$ cat src/include/hpi_pkg.sv
// Constants and carrier types for the host port indirect access block
// Assumes one 50 MHz clock and an asynchronous active-low reset
package hpi_pkg;

    // ==========================================================
    // Direct register offsets
    localparam logic [7:0] HPI_ADR_SUMMARY  = 8'h29;
    localparam logic [7:0] HPI_ADR_ADDR_TOP = 8'h30;
    localparam logic [7:0] HPI_ADR_ADDR_UPP = 8'h31;
    localparam logic [7:0] HPI_ADR_ADDR_MID = 8'h32;
    localparam logic [7:0] HPI_ADR_ADDR_LOW = 8'h33;
    localparam logic [7:0] HPI_ADR_CONTROL  = 8'h34;
    localparam logic [7:0] HPI_ADR_DATA_HI  = 8'h35;
    localparam logic [7:0] HPI_ADR_DATA_LO  = 8'h36;
    localparam logic [7:0] HPI_ADR_INT_EN   = 8'h37;

    // ==========================================================
    // Control register fields: start bit7, codes 6:5, addr 4:0
    localparam int HPI_CTL_START = 7;
    localparam int HPI_CTL_WE_HI = 6;
    localparam int HPI_CTL_WE_LO = 5;
    localparam logic [1:0] HPI_WE_READ = 2'h0;

    // Summary bits
    localparam int HPI_SUM_MAIN  = 0;
    localparam int HPI_SUM_UTOP  = 1;
    localparam int HPI_SUM_SDRAM = 2;
    localparam int HPI_SUM_SENT  = 3;
    localparam int HPI_SUM_AVAIL = 4;
    localparam int HPI_NUM_SRC   = 5;

    // ==========================================================
    // Timing
    localparam int HPI_CLK_MHZ     = 50;
    localparam int HPI_ACK_CYC     = 4;
    localparam int HPI_EXT_CYC     = 6;
    localparam logic [7:0] HPI_RD_DEFAULT = 8'h00;

    typedef struct packed {
        logic       sel_n;
        logic       wr_strobe_n;
        logic       rd_dir_n;
        logic [7:0] addr;
        logic [7:0] data;
    } hpi_pins_t;

    typedef struct packed {
        logic [24:0] addr;
        logic [1:0]  we;
        logic [15:0] wdata;
    } hpi_ext_req_t;

endpackage

$ cat src/hpi_host_port.sv
// Byte-wide processor port with direct and indirect register access
// Assumes processor pins are asynchronous; extended memory answers
// each request with a one-cycle done pulse and read data
`timescale 1ns/1ps
module hpi_host_port #(
    parameter int EXT_WAIT = hpi_pkg::HPI_EXT_CYC
) (
    input  wire logic        clk_i,
    input  wire logic        nrst_i,
    input  wire logic        style_strobe_i,
    input  wire logic        mux_shared_i,
    input  wire logic        sel_n_i,
    input  wire logic        write_or_strobe_n_i,
    input  wire logic        rd_dir_n_i,
    input  wire logic [7:0]  addr_i,
    input  wire logic [7:0]  data_i,
    output logic      [7:0]  data_o,
    output logic             data_oe_o,
    output logic             ack_o,
    output logic             ack_oe_o,
    output logic             irq_o,
    input  wire logic [2:0]  group_status_i,
    input  wire logic        cell_sent_i,
    input  wire logic        control_cell_waiting_i,
    output logic             ext_req_o,
    output logic [24:0]      ext_addr_o,
    output logic [1:0]       ext_we_o,
    output logic [15:0]      ext_wdata_o,
    input  wire logic        ext_done_i,
    input  wire logic [15:0] ext_rdata_i
);

    // ==========================================================
    // Parameter check; the wait counter is eight bits wide
    if (EXT_WAIT < 1 || EXT_WAIT > 256) begin
        $error("EXT_WAIT must lie between 1 and 256");
    end

    // ==========================================================
    // Pin synchronisers
    hpi_pkg::hpi_pins_t meta_r;
    hpi_pkg::hpi_pins_t pin_r;
    logic [1:0]         cfg_meta_r;
    logic [1:0]         cfg_r;

    always_ff @(posedge clk_i or negedge nrst_i) begin
        if (!nrst_i) begin
            meta_r     <= '{sel_n: 1'b1, wr_strobe_n: 1'b1,
                            rd_dir_n: 1'b1, default: '0};
            pin_r      <= '{sel_n: 1'b1, wr_strobe_n: 1'b1,
                            rd_dir_n: 1'b1, default: '0};
            cfg_meta_r <= 2'h0;
            cfg_r      <= 2'h0;
        end else begin
            meta_r     <= '{sel_n: sel_n_i,
                            wr_strobe_n: write_or_strobe_n_i,
                            rd_dir_n: rd_dir_n_i,
                            addr: addr_i, data: data_i};
            pin_r      <= meta_r;
            cfg_meta_r <= {style_strobe_i, mux_shared_i};
            cfg_r      <= cfg_meta_r;
        end
    end

    logic strobe_mode;
    logic shared_mode;
    assign strobe_mode = cfg_r[1];
    assign shared_mode = cfg_r[0];

    // ==========================================================
    // Access decode
    logic is_rd;
    logic is_wr;
    logic active;
    logic idle_pins;
    always_comb begin
        if (strobe_mode) begin
            is_rd = !pin_r.wr_strobe_n && pin_r.rd_dir_n;
            is_wr = !pin_r.wr_strobe_n && !pin_r.rd_dir_n;
        end else begin
            is_rd = !pin_r.rd_dir_n && pin_r.wr_strobe_n;
            is_wr = !pin_r.wr_strobe_n && pin_r.rd_dir_n;
        end
        active    = !pin_r.sel_n && (is_rd || is_wr);
        // Data leads float unless a read is strobed with select low
        idle_pins = pin_r.sel_n || !is_rd;
    end

    // Shared-mode address latch on a0 strobe
    logic [7:0] mux_addr_r;
    always_ff @(posedge clk_i or negedge nrst_i) begin
        if (!nrst_i) begin
            mux_addr_r <= 8'h00;
        end else if (shared_mode && pin_r.addr[0]) begin
            mux_addr_r <= pin_r.data;
        end
    end

    logic [7:0] acc_addr;
    assign acc_addr = shared_mode ? mux_addr_r : pin_r.addr;

    // ==========================================================
    // Access sequencer
    typedef enum logic [1:0] {ST_IDLE, ST_WAIT, ST_DONE} hpi_st_t;
    hpi_st_t    st_r;
    logic [2:0] cyc_r;
    logic       take;
    logic       rel;

    assign take = (st_r == ST_WAIT)
                  && (cyc_r == 3'(hpi_pkg::HPI_ACK_CYC - 1));
    assign rel  = pin_r.sel_n || (strobe_mode ? pin_r.wr_strobe_n
                  : (pin_r.wr_strobe_n && pin_r.rd_dir_n));

    always_ff @(posedge clk_i or negedge nrst_i) begin
        if (!nrst_i) begin
            st_r  <= ST_IDLE;
            cyc_r <= 3'h0;
        end else begin
            unique case (st_r)
                ST_IDLE: begin
                    cyc_r <= 3'h0;
                    if (active) begin
                        st_r <= ST_WAIT;
                    end
                end
                ST_WAIT: begin
                    cyc_r <= cyc_r + 3'h1;
                    if (rel) begin
                        st_r <= ST_IDLE;
                    end else if (take) begin
                        st_r <= ST_DONE;
                    end
                end
                ST_DONE: begin
                    if (rel) begin
                        st_r <= ST_IDLE;
                    end
                end
            endcase
        end
    end

    logic wr_take;
    assign wr_take = take && is_wr;

    // ==========================================================
    // Indirect registers
    logic [7:0]  a_top_r;
    logic [7:0]  a_upp_r;
    logic [7:0]  a_mid_r;
    logic [7:0]  a_low_r;
    logic [7:0]  ctl_r;
    logic [7:0]  d_hi_r;
    logic [7:0]  d_lo_r;
    localparam int HPI_EN_W = hpi_pkg::HPI_NUM_SRC;
    logic [HPI_EN_W-1:0] int_en_r;
    logic        ext_busy_r;
    logic [7:0]  ext_cnt_r;

    always_ff @(posedge clk_i or negedge nrst_i) begin
        if (!nrst_i) begin
            a_top_r  <= 8'h00;
            a_upp_r  <= 8'h00;
            a_mid_r  <= 8'h00;
            a_low_r  <= 8'h00;
            int_en_r <= '0;
        end else if (wr_take) begin
            unique case (acc_addr)
                hpi_pkg::HPI_ADR_ADDR_TOP: a_top_r <= pin_r.data;
                hpi_pkg::HPI_ADR_ADDR_UPP: a_upp_r <= pin_r.data;
                hpi_pkg::HPI_ADR_ADDR_MID: a_mid_r <= pin_r.data;
                hpi_pkg::HPI_ADR_ADDR_LOW: a_low_r <= pin_r.data;
                hpi_pkg::HPI_ADR_INT_EN:
                    int_en_r <= pin_r.data[HPI_EN_W-1:0];
                default: ;
            endcase
        end
    end

    // Control register; hardware clears start when the word is done
    logic start_wr;
    assign start_wr = wr_take && (acc_addr == hpi_pkg::HPI_ADR_CONTROL)
                      && !ctl_r[hpi_pkg::HPI_CTL_START];
    always_ff @(posedge clk_i or negedge nrst_i) begin
        if (!nrst_i) begin
            ctl_r <= 8'h00;
        end else if (start_wr) begin
            ctl_r <= pin_r.data;
        end else if (ext_done_i && ext_busy_r) begin
            ctl_r[hpi_pkg::HPI_CTL_START] <= 1'b0;
        end
    end

    // Data registers: written by processor or by read completion
    always_ff @(posedge clk_i or negedge nrst_i) begin
        if (!nrst_i) begin
            d_hi_r <= 8'h00;
            d_lo_r <= 8'h00;
        end else if (ext_done_i && ext_busy_r
                     && ext_we_o == hpi_pkg::HPI_WE_READ) begin
            d_hi_r <= ext_rdata_i[15:8];
            d_lo_r <= ext_rdata_i[7:0];
        end else if (wr_take
                     && acc_addr == hpi_pkg::HPI_ADR_DATA_HI) begin
            d_hi_r <= pin_r.data;
        end else if (wr_take
                     && acc_addr == hpi_pkg::HPI_ADR_DATA_LO) begin
            d_lo_r <= pin_r.data;
        end
    end

    // ==========================================================
    // Extended word request
    always_ff @(posedge clk_i or negedge nrst_i) begin
        if (!nrst_i) begin
            ext_busy_r  <= 1'b0;
            ext_req_o   <= 1'b0;
            ext_addr_o  <= 25'h0;
            ext_we_o    <= 2'h0;
            ext_wdata_o <= 16'h0;
            ext_cnt_r   <= 8'h00;
        end else begin
            ext_req_o <= 1'b0;
            if (start_wr && pin_r.data[hpi_pkg::HPI_CTL_START]) begin
                ext_busy_r  <= 1'b1;
                ext_cnt_r   <= 8'h00;
                ext_addr_o  <= {a_top_r[0], a_upp_r, a_mid_r,
                                a_low_r[2:0], pin_r.data[4:0]};
                ext_we_o    <= pin_r.data[hpi_pkg::HPI_CTL_WE_HI:
                                          hpi_pkg::HPI_CTL_WE_LO];
                ext_wdata_o <= {d_hi_r, d_lo_r};
            end else if (ext_busy_r) begin
                if (ext_cnt_r == 8'(EXT_WAIT - 1)) begin
                    ext_req_o <= 1'b1;
                end
                if (ext_cnt_r != 8'hff) begin
                    ext_cnt_r <= ext_cnt_r + 8'h01;
                end
                if (ext_done_i) begin
                    ext_busy_r <= 1'b0;
                end
            end
        end
    end

    // ==========================================================
    // Interrupt summary
    logic [4:0] summary_r;
    logic [4:0] src;
    assign src = {control_cell_waiting_i, cell_sent_i,
                  group_status_i};
    always_ff @(posedge clk_i or negedge nrst_i) begin
        if (!nrst_i) begin
            summary_r <= 5'h00;
        end else begin
            summary_r <= src & int_en_r;
        end
    end

    always_ff @(posedge clk_i or negedge nrst_i) begin
        if (!nrst_i) begin
            irq_o <= 1'b0;
        end else begin
            irq_o <= (|summary_r) ^ strobe_mode;
        end
    end

    // ==========================================================
    // Read data and pin drivers
    always_ff @(posedge clk_i or negedge nrst_i) begin
        if (!nrst_i) begin
            data_o <= 8'h00;
        end else if (take && is_rd) begin
            unique case (acc_addr)
                hpi_pkg::HPI_ADR_SUMMARY:  data_o <= {3'h0, summary_r};
                hpi_pkg::HPI_ADR_ADDR_TOP: data_o <= a_top_r;
                hpi_pkg::HPI_ADR_ADDR_UPP: data_o <= a_upp_r;
                hpi_pkg::HPI_ADR_ADDR_MID: data_o <= a_mid_r;
                hpi_pkg::HPI_ADR_ADDR_LOW: data_o <= a_low_r;
                hpi_pkg::HPI_ADR_CONTROL:  data_o <= ctl_r;
                hpi_pkg::HPI_ADR_DATA_HI:  data_o <= d_hi_r;
                hpi_pkg::HPI_ADR_DATA_LO:  data_o <= d_lo_r;
                hpi_pkg::HPI_ADR_INT_EN:   data_o <= {3'h0, int_en_r};
                default: data_o <= hpi_pkg::HPI_RD_DEFAULT;
            endcase
        end
    end

    always_ff @(posedge clk_i or negedge nrst_i) begin
        if (!nrst_i) begin
            data_oe_o <= 1'b0;
            ack_o     <= 1'b0;
            ack_oe_o  <= 1'b0;
        end else begin
            data_oe_o <= (st_r == ST_DONE || take) && is_rd
                         && !idle_pins;
            if (strobe_mode) begin
                if (take || (st_r == ST_DONE && !rel)) begin
                    ack_o    <= 1'b0;
                    ack_oe_o <= 1'b1;
                end else if (st_r == ST_DONE && rel && !ack_o) begin
                    ack_o    <= 1'b1;
                    ack_oe_o <= 1'b1;
                end else begin
                    ack_o    <= 1'b1;
                    ack_oe_o <= 1'b0;
                end
            end else begin
                ack_o    <= take || (st_r == ST_DONE && !rel);
                ack_oe_o <= take || (st_r == ST_DONE && !rel);
            end
        end
    end

endmodule

$ cat config.mk
export PLATFORM = sky130hd
export DESIGN_NAME = hpi_host_port
export DESIGN_NICKNAME = d
export VERILOG_FILES = /design/src/include/hpi_pkg.sv /design/src/hpi_host_port.sv
export SDC_FILE = /design/constraint.sdc
export NUM_CORES = 1
export LEC_CHECK = 0
export ABC_AREA = 1
export BUFFER_PORTS_ARGS = -buffer_cell sky130_fd_sc_hd__buf_2
export CORE_MARGIN = 1
export CORE_UTILIZATION = 35
export CTS_CLUSTER_DIAMETER = 30
export DETAILED_ROUTE_END_ITERATION = 10
export PLACE_DENSITY = 0.62
export SYNTH_ARGS = -nofsm -noshare
export SYNTH_HDL_FRONTEND = slang
export SYNTH_SLANG_ARGS = --single-unit
$ cat constraint.sdc
create_clock -name clk_i -period 2.1 [get_ports clk_i]
set_input_delay 0.21 -clock clk_i [delete_from_list [all_inputs] [get_ports clk_i]]
set_output_delay 0.21 -clock clk_i [all_outputs]
set_load 0.02 [all_outputs]
==> results of run 1 <==
synthesized netlist by cell type (all sizes together):
cell      n
clkinv    2
a31oi    17
nor3      4
dfstp     6
a21oi     6
inv      67
nand4     9
a22o      1
xor2      4
o31ai     1
nor2     73
clkbuf    8
ha        7
or2       1
nand2   265
buf      18
dfrtp   180
nand3    84
o21ai    87
where the power goes:
group / total, mW / internal (mW) / leakage [nW] / switching (mW)
clock: 3.18 / 1.75 / 0.269 / 1.43
combinational: 0.735 / 0.277 / 2.20 / 0.458
sequential: 3.89 / 3.76 / 2.43 / 0.126
critical path, delay by kind of cell (launching register included):
family | cells | cell delay, ps
buffers and inverters | 4 | 590
DFF | 1 | 420
AOI/OAI and AO/OA | 2 | 350
and+or+nand+nor | 5 | 480
cell families after synthesis:
| group | Yosys count |
|---|---|
| adder cells (fa/ha/maj) | 7 |
| AND/OR/NAND/NOR | 436 |
| flip-flops | 186 |
| XOR/XNOR | 4 |
| buffers and inverters | 95 |
| AO/OA/AOI/OAI | 112 |
metrics by stage:
stage	instance area [um^2]	utilization (%)	cells	hold slack [ps]	total power [mW]
after floorplan	7725	-	840	-85.59	4.321
after global placement	8613	40.34	1207	214.5	4.629
after detailed placement	8613	40.34	1207	218.3	4.645
after CTS	9475	44.37	1267	41.84	7.866
after global routing	9612	45.01	1276	61.99	8.128
final	9612	45.01	1276	52.56	7.802
state kept, by name, summed over array words and instances (netlist names), 16 cells and up:
signal / count
ext_wdata_o: 16
pin_r: 19
meta_r: 19
ext_addr_o: 25
worst max path at each step:
stage	end	slack (ps)
after floorplan	ext_addr_o[3]	200
after global placement	d_hi_r[0]	120
after detailed placement	d_hi_r[3]	60
after CTS	d_hi_r[5]	30
after global routing	a_mid_r[4]	7
final	d_hi_r[3]	160
metal layers:
metal	vias up	GRT usage, %	wire length, um
met2	153	28.87	9165
met1	2918	25.73	9446
met3	22	3.273	775
met5	-	0	0
met4	0	6.111	346
li1	3004	-	-
timing repair:
action / 4_1_cts / 5_1_grt
setup endpoints to repair: 0 / 77
resized for setup: 0 / 8
hold endpoints to repair: 74 / 0
setup buffers: 0 / 8
hold buffers: 28 / 0
layout make-up:
| cell class | instances | area, um^2 |
|---|---|---|
| flip-flops and latches | 186 | 4663 |
| repair buffers | 155 | 1095 |
| clock buffers | 22 | 474.2 |
| multi-input cells | 559 | 2660 |
| well taps | 275 | 344.1 |
| inverters | 69 | 267.8 |
| clock inverters | 10 | 107.6 |
| fillers | 2094 | 11740 |
==> metrics, run 1 <==
Total Routing Usage GR 18.43%; proportion of synthesized area in mux cells 0%; post-DR vias/cell 4.778; CP dominant cell by count buf_12; Antenna Cells 0; worst r2r dst d_hi_r[3]; row count 53; first-pass GRT wire length 31.27 mm; clock skew 8.586 ps; hold crit path type input pin to flip-flop; mean area per synthesized cell 9.196 um^2; clock slew at reported path FFs 70 ps; Max Transition Viols Final 0; final net count 1,040; crit path kind flip-flop to flip-flop; CTS root buf clkbuf_16; Worst Path Arrival 2290 ps; worst-skew pair later-pin latency 440 ps; starting density of the core 36.18%; Cells after Synth 840; # DRC 0; Final Hold Fails 0; area growth from synthesis to layout 24.43%; Slew @ Worst Pin 551.7 ps; hold_sp ext_rdata_i[0]; Compound-Gate Fraction of Synth Area 7.904%; startpoint types flip-flop; xor and xnor area share after synthesis 0.4535%; Relative slew margins 63.22%; CTS tree yes; Post-DRT Antenna Nets 0; H-tree level count 4; Final Cycle Share 92.37%; Final Routed Wirelength 19.73 mm; WL/cell 15.46 um; Synth Net Count 892; Synth Area in Simple Gates 24.72%; Worst path max stage delay 420 ps; largest net degree at the start of global routing 57; cell leakage power 4.894 nW; combinational family with the most area after synthesis simple AND/OR/NAND/NOR gates; DR iter-0 viols 440; # IOs 101; fin worst setup slack 160.1 ps; Vias 6,097; critical path, cell by cell buf_4 > nand3_1 > nand2_1 > inv_2 > nor2_4 > buf_12 > nand2_2 > o21ai_4 > buf_12 > nor2_1 > a31oi_1; cell taking the most area after synthesis dfrtp_1; pre-CTS setup slack 55.27 ps; die width 150.6 um; layout cell share with drive strength beyond 1 20.08%; die area 22,670 um^2; DP Wirelength 13.58 mm; pwr dens 811.7 nW/um^2; drt first pass iters 5; Worst IR Drop VDD 0.5599 mV; core area 21,350 um^2; RSZ-0062 raised after global routing no; dominant cells by area after synthesis dfrtp_1, nand2_1, nand3_1, o21ai_0, nor2_1; Setup crit start cfg_r[0]; Synth Cell Area 7725 um^2; FF+latch count, synth 186; Critical R2R Launch cfg_r[0]; CP max FO 28; cells on worst reg2reg path 11; commonest non-fill, non-tap cell in the layout nand2_1; Fmax achieved 515.5 MHz; GP Congestion 0.8591; max_cap viols 0; hold-critical path depth 3; Inserted Clock Buffers 17; vias in the first global route 5,830; global route overflow 0; R2R Setup Slk 160 ps; clk buf depth 2; initial antenna violation count 0; Worst Path Required 2450 ps; YS warnings 0; commonest non-fill, non-tap cells in the layout nand2_1, dfrtp_1, buf_2, nand3_1, o21ai_0; Sink Count 186; minimum clock period 1940 ps; outcome completed; Die Span Y 150.6 um; Unique masters post-synth 35; Total Neg Setup Slack 0 ps; Crit. End Element flip-flop; Adder-Cell Fraction of Synth Area 1.134%; Seq/Total Area, Yosys 60.35%; slowest cell on the critical path dfrtp_2; Setup Viol. Count Final 0; hold path endpoint d_lo_r[0]; I/O Buffers 100; Synth top area share 58.31%
Power figures use the tool's default switching activity.
==> run 2, diff against run 1 <==
- REMOVE_ABC_BUFFERS: default -> 1
==> run 2 against run 1 <==
  * Global-route usage is 0.44 points lower
  * Hold slack got worse by 39 ps
  * Clock skew grew 6.5 ps
  * Flip-flop and latch count unchanged
  * Cell count is 0.24% lower
  * Wire length shrank 2.9%
  * Clock-buffer cell count down 5
  * Highest routed layer unchanged
==> metrics, run 2 (synthesis results as in run 1) <==
commonest non-fill, non-tap cells in the layout nand2_1, dfrtp_1, buf_2, nand3_1, o21ai_0; Worst Path Required 2470 ps; Critical R2R Launch cfg_r[0]; pwr dens 802.9 nW/um^2; H-tree level count 4; global route overflow 0; Vias 6,148; starting density of the core 36.18%; DR iter-0 viols 389; GP Congestion 0.8609; biggest regs ext_addr_o (25), meta_r (19), pin_r (19); final net count 1,037; outcome completed; Setup crit start cfg_r[0]; first-pass GRT wire length 30.95 mm; CP max FO 18; Max Transition Viols Final 0; # DRC 0; Relative slew margins 65.27%; vias in the first global route 5,954; cell leakage power 4.884 nW; Sink Count 186; worst r2r dst ext_addr_o[9]; max_cap viols 0; Multi-input gate area 2673 um^2; Crit. End Element flip-flop; Slew @ Worst Pin 519.7 ps; Setup Viol. Count Final 0; DP Cell Count 1,214; die width 150.6 um; max reg flops 25; drt first pass iters 5; Non-Filler Instances 1,273; Die Span Y 150.6 um; core area 21,350 um^2; Post-DRT Antenna Nets 0; FF+latch area 4662 um^2; Final Cycle Share 93.32%; largest net degree at the start of global routing 47; I/O Buffers 100; clock skew 15.05 ps; Final Hold Fails 0; Worst Path Arrival 2330 ps; area growth from synthesis to layout 23.70%; CTS root buf clkbuf_16; clock slew at reported path FFs 70 ps; commonest non-fill, non-tap cell in the layout nand2_1; crit path kind flip-flop to flip-flop; die area 22,670 um^2; startpoint types flip-flop; Fmax achieved 510.3 MHz; Total Neg Setup Slack 0 ps; DP Wirelength 13.55 mm; post-DR vias/cell 4.830; Most flops, register ext_addr_o; Final Routed Wirelength 19.17 mm; initial antenna violation count 0; Total Routing Usage GR 17.99%; layout cell share with drive strength beyond 1 20.44%; Fillers 2,103; worst setup path endpoint ext_addr_o[9]; worst-skew pair later-pin latency 440 ps; Final Hold Slack 13.73 ps; Antenna Cells 0; hold crit path type input pin to flip-flop; R2R Setup Slk 140 ps; CTS tree yes; clk buf depth 2; cells on worst reg2reg path 12; minimum clock period 1960 ps; Worst IR Drop VDD 0.5309 mV; # IOs 101; WL/cell 15.06 um; row count 53; Inserted Clock Buffers 17
[run 2: repair_timing]
action	in CTS	in global routing
setup endpoints to repair	0	77
endpoints found under the hold margin	64	0
resized for setup	0	13
buffers inserted	0	2
hold buffers	25	0
[run 2: critical path: stages (launching register included)]
cell	delay (ps)
dfrtp_1	380
buf_4	190
nand2_1	90
nand2_2	100
nand2_4	100
nor2_8	200
nand2_2	90
clkinv_2	100
nand3_4	70
nor2_2	100
buf_4	260
nand2_1	120
nand2_1	70
[run 2: worst min path at each step]
stage	endpoint	from	slack, ps	cells after the start
floorplan	a_low_r[0]	nrst_i	-90	0
global placement	ext_addr_o[23]	nrst_i	180	1
detailed placement	ext_addr_o[23]	nrst_i	180	1
CTS	summary_r[3]	cell_sent_i	20	3
global route	summary_r[3]	cell_sent_i	30	3
finish	summary_r[1]	group_status_i[1]	10	3
[run 2: area by class of cell]
| class | instances | share of cell area (%) |
|---|---|---|
| multi-input combinational | 559 | 27.97 |
| tap | 275 | 3.601 |
| clock buffer | 17 | 4.452 |
| inverter | 69 | 2.776 |
| sequential | 186 | 48.79 |
| timing repair buffer | 152 | 10.96 |
| clock inverter | 15 | 1.453 |
[run 2: through the flow]
| step | util (%) | area (um^2) | worst slack [ps] | total power [mW] |
|---|---|---|---|---|
| 6_report | 44.75 | 9555 | 140.3 | 7.672 |
| 5_1_grt | 44.75 | 9555 | -6.591 | 8.002 |
| 4_1_cts | 44.34 | 9468 | 7.389 | 7.739 |
| 3_5_place_dp | 40.53 | 8653 | 20.02 | 4.631 |
| 3_3_place_gp | 40.53 | 8653 | 89.39 | 4.610 |
| 2_1_floorplan | - | 7565 | -739.4 | 4.312 |
[run 2: layer usage]
metal / global-route usage (%) / routed length (um) / vias to the layer above
met3: 3.939 / 974 / 26
met1: 24.58 / 9020 / 2943
met4: 5.556 / 283 / 0
met2: 28.41 / 8888 / 171
met5: 0 / 0 / -
li1: - / - / 3008
[run 2: where the power goes]
group | leakage, nW | internal [mW] | switching, mW
Clock | 0.274 | 1.56 | 1.50
Sequential | 2.43 | 3.76 | 0.113
Combinational | 2.18 | 0.277 | 0.462
Total | 4.88 | 5.60 | 2.07
==> run 3, diff against run 2 <==
- ABC_AREA: 1 -> 0
- HOLD_SLACK_MARGIN: default -> 0.05
- PLACE_DENSITY: 0.62 -> default
==> run 3 against run 2 <==
  * The flow now finishes with violations (setup timing)
  * Largest cell class unchanged
  * Hold slack better by 43 ps
  * Clock power is 9.2% higher
  * Clock skew shrank 3.4 ps
  * Global-route usage is 1.1 points higher
==> metrics, run 3 <==
Critical R2R Launch cfg_r[0]; Sink Count 186; post-DR vias/cell 5.084; area growth from synthesis to layout 35.41%; Relative slew margins 63.21%; critical path, cell by cell buf_6 > nand3b_1 > buf_4 > a22oi_4 > and3_4 > nand3b_4 > or2_4 > clkbuf_16 > mux2_4; max reg flops 25; commonest non-fill, non-tap cell in the layout dfrtp_1; layout cell share with drive strength beyond 1 44.98%; Fillers 1,923; # IOs 101; FF+latch count, synth 186; design area 10,560 um^2; Final Routed Wirelength 20.83 mm; ys async rst share 100.0%; Crit. End Element flip-flop; H-tree level count 4; max_cap viols 0; biggest regs ext_addr_o (25), meta_r (19), pin_r (19); worst setup path endpoint ext_wdata_o[12]; die width 151.3 um; Seq/Total Area, Yosys 59.78%; I/O Buffers 100; commonest non-fill, non-tap cells in the layout dfrtp_1, buf_2, buf_4, mux2_4, nand2_1; row count 54; startpoint types flip-flop; Synth Flop Type dfrtp_1; drt first pass iters 4; DP Wirelength 14.21 mm; global route overflow 0; minimum clock period 2348 ps; RSZ-0062 raised after global routing yes; starting density of the core 35.74%; final net count 846; YS warnings 0; Cells after Synth 571; Inserted Clock Buffers 17; slowest cell on the critical path dfrtp_2; outcome complete, but fails checks; mean area per synthesized cell 13.66 um^2; pre-CTS setup slack -346.5 ps; worst-skew pair later-pin latency 440 ps; initial antenna violation count 0; # DRC 0; Worst Path Arrival 2670 ps; WL/cell 19.16 um; CTS tree yes; largest net degree at the start of global routing 59; Total Routing Usage GR 19.06%; Die Span Y 151.3 um; placed cell areas 9146 um^2; Worst Path Required 2420 ps; Worst path max stage delay 470 ps; clock skew 11.70 ps; cell leakage power 5.311 nW; failing checks setup timing; R2R Setup Slk -250 ps; Post-DRT Antenna Nets 0; clk buf depth 2; power consumption 8.247 mW; Final Hold Fails 0; crit path kind flip-flop to flip-flop; CP max FO 12; CTS root buf clkbuf_16; Antenna Cells 0; Setup Viol. Count Final 79; GP Congestion 0.8799; Max Transition Viols Final 0; dominant cells by area after synthesis dfrtp_1, mux2_4, mux2_2, mux2i_1, nand2_1; cell taking the most area after synthesis dfrtp_1; Post-synth EDFFs 0; Slew @ Worst Pin 551.8 ps; die area 22,880 um^2; Most flops, register ext_addr_o; Total Neg Setup Slack -14,450 ps; most numerous cell in the Yosys netlist dfrtp_1; most instantiated cells after synthesis dfrtp_1, nand2_1, mux2_2, mux2_4, o21ai_0; hold crit path type input pin to flip-flop; Worst IR Drop VDD 0.4617 mV; core area 21,820 um^2; first-pass GRT wire length 32.18 mm; Final Cycle Share 111.8%; Fmax achieved 426.0 MHz; clock slew at reported path FFs 80 ps; Unique masters post-synth 60; fin worst setup slack -247.6 ps; vias in the first global route 5,792; Synth Cell Area 7799 um^2; pwr dens 781.0 nW/um^2; worst r2r dst ext_wdata_o[12]; Setup crit start cfg_r[0]; Vias 5,526; Synth top area share 57.76%; DR iter-0 viols 264; cells on worst reg2reg path 9
## run 3: cell type report
cell class              count  area (um^2)  share of cell area (%)
well taps                 280        350.3                   3.318
flip-flops and latches    186         4663                   44.16
multi-input cells         355         3174                   30.06
repair buffers            225         1734                   16.42
clock buffers              17        425.4                   4.028
clock inverters            15        178.9                   1.694
inverters                   9        33.78                  0.3199
## run 3: kinds of logic (layout without fill, tap and decap cells)
kind of cell / after synthesis / after routing / share of synthesized area (%)
adders and majority gates: 7 / 7 / 1.123
AOI/OAI and AO/OA: 96 / 96 / 8.824
buffers and inverters: 32 / 266 / 2.166
xor gates and xnor gates: 12 / 12 / 1.348
muxes: 110 / 110 / 17.74
and+or+nand+nor: 128 / 130 / 9.017
DFF: 186 / 186 / 59.78
## run 3: how the worst min path moves through the flow
stage	startpoint	to	slack (ps)	cells past startpoint
2_1_floorplan	nrst_i	a_low_r[0]	-90	0
5_1_grt	ext_rdata_i[0]	d_lo_r[0]	90	3
6_report	ext_rdata_i[0]	d_lo_r[0]	60	3
4_1_cts	ext_rdata_i[0]	d_lo_r[0]	50	3
3_5_place_dp	nrst_i	ack_oe_o	230	1
3_3_place_gp	nrst_i	cfg_r[1]	230	1
## run 3: what timing repair did
item                       CTS  global route
pin swaps                    6            33
hold buffers                36             0
hold endpoints to repair    83             0
setup endpoints to repair  122           113
cloned                       2             4
buffers inserted             7            11
gates resized for setup     38            29
## run 3: critical path: cells and delay by family (launching register included)
family / cells / cell delay [ps]
simple gates: 4 / 780
buf+inv: 3 / 520
flops: 1 / 470
mux: 1 / 300
compound gates: 1 / 150
## run 3: where the power goes
part           internal, mW  switching (mW)
clock network          1.81            1.54
registers              3.76           0.161
logic                 0.493           0.494
## run 3: metrics by stage
stage	cells	hold WS (ps)	util [%]
3_5_place_dp	997	230.7	41.91
3_3_place_gp	997	225.7	41.91
4_1_cts	1074	50.15	47.37
5_1_grt	1087	86.94	48.39
6_report	1087	56.88	48.39
2_1_floorplan	548	-85.59	-
## run 3: routing by layer
metal / GRT usage, % / part of all wire (%)
met4: 5.450 / 1.9
met5: 0 / 0
met3: 3.976 / 4.2
met1: 25.29 / 45
met2: 31.30 / 49
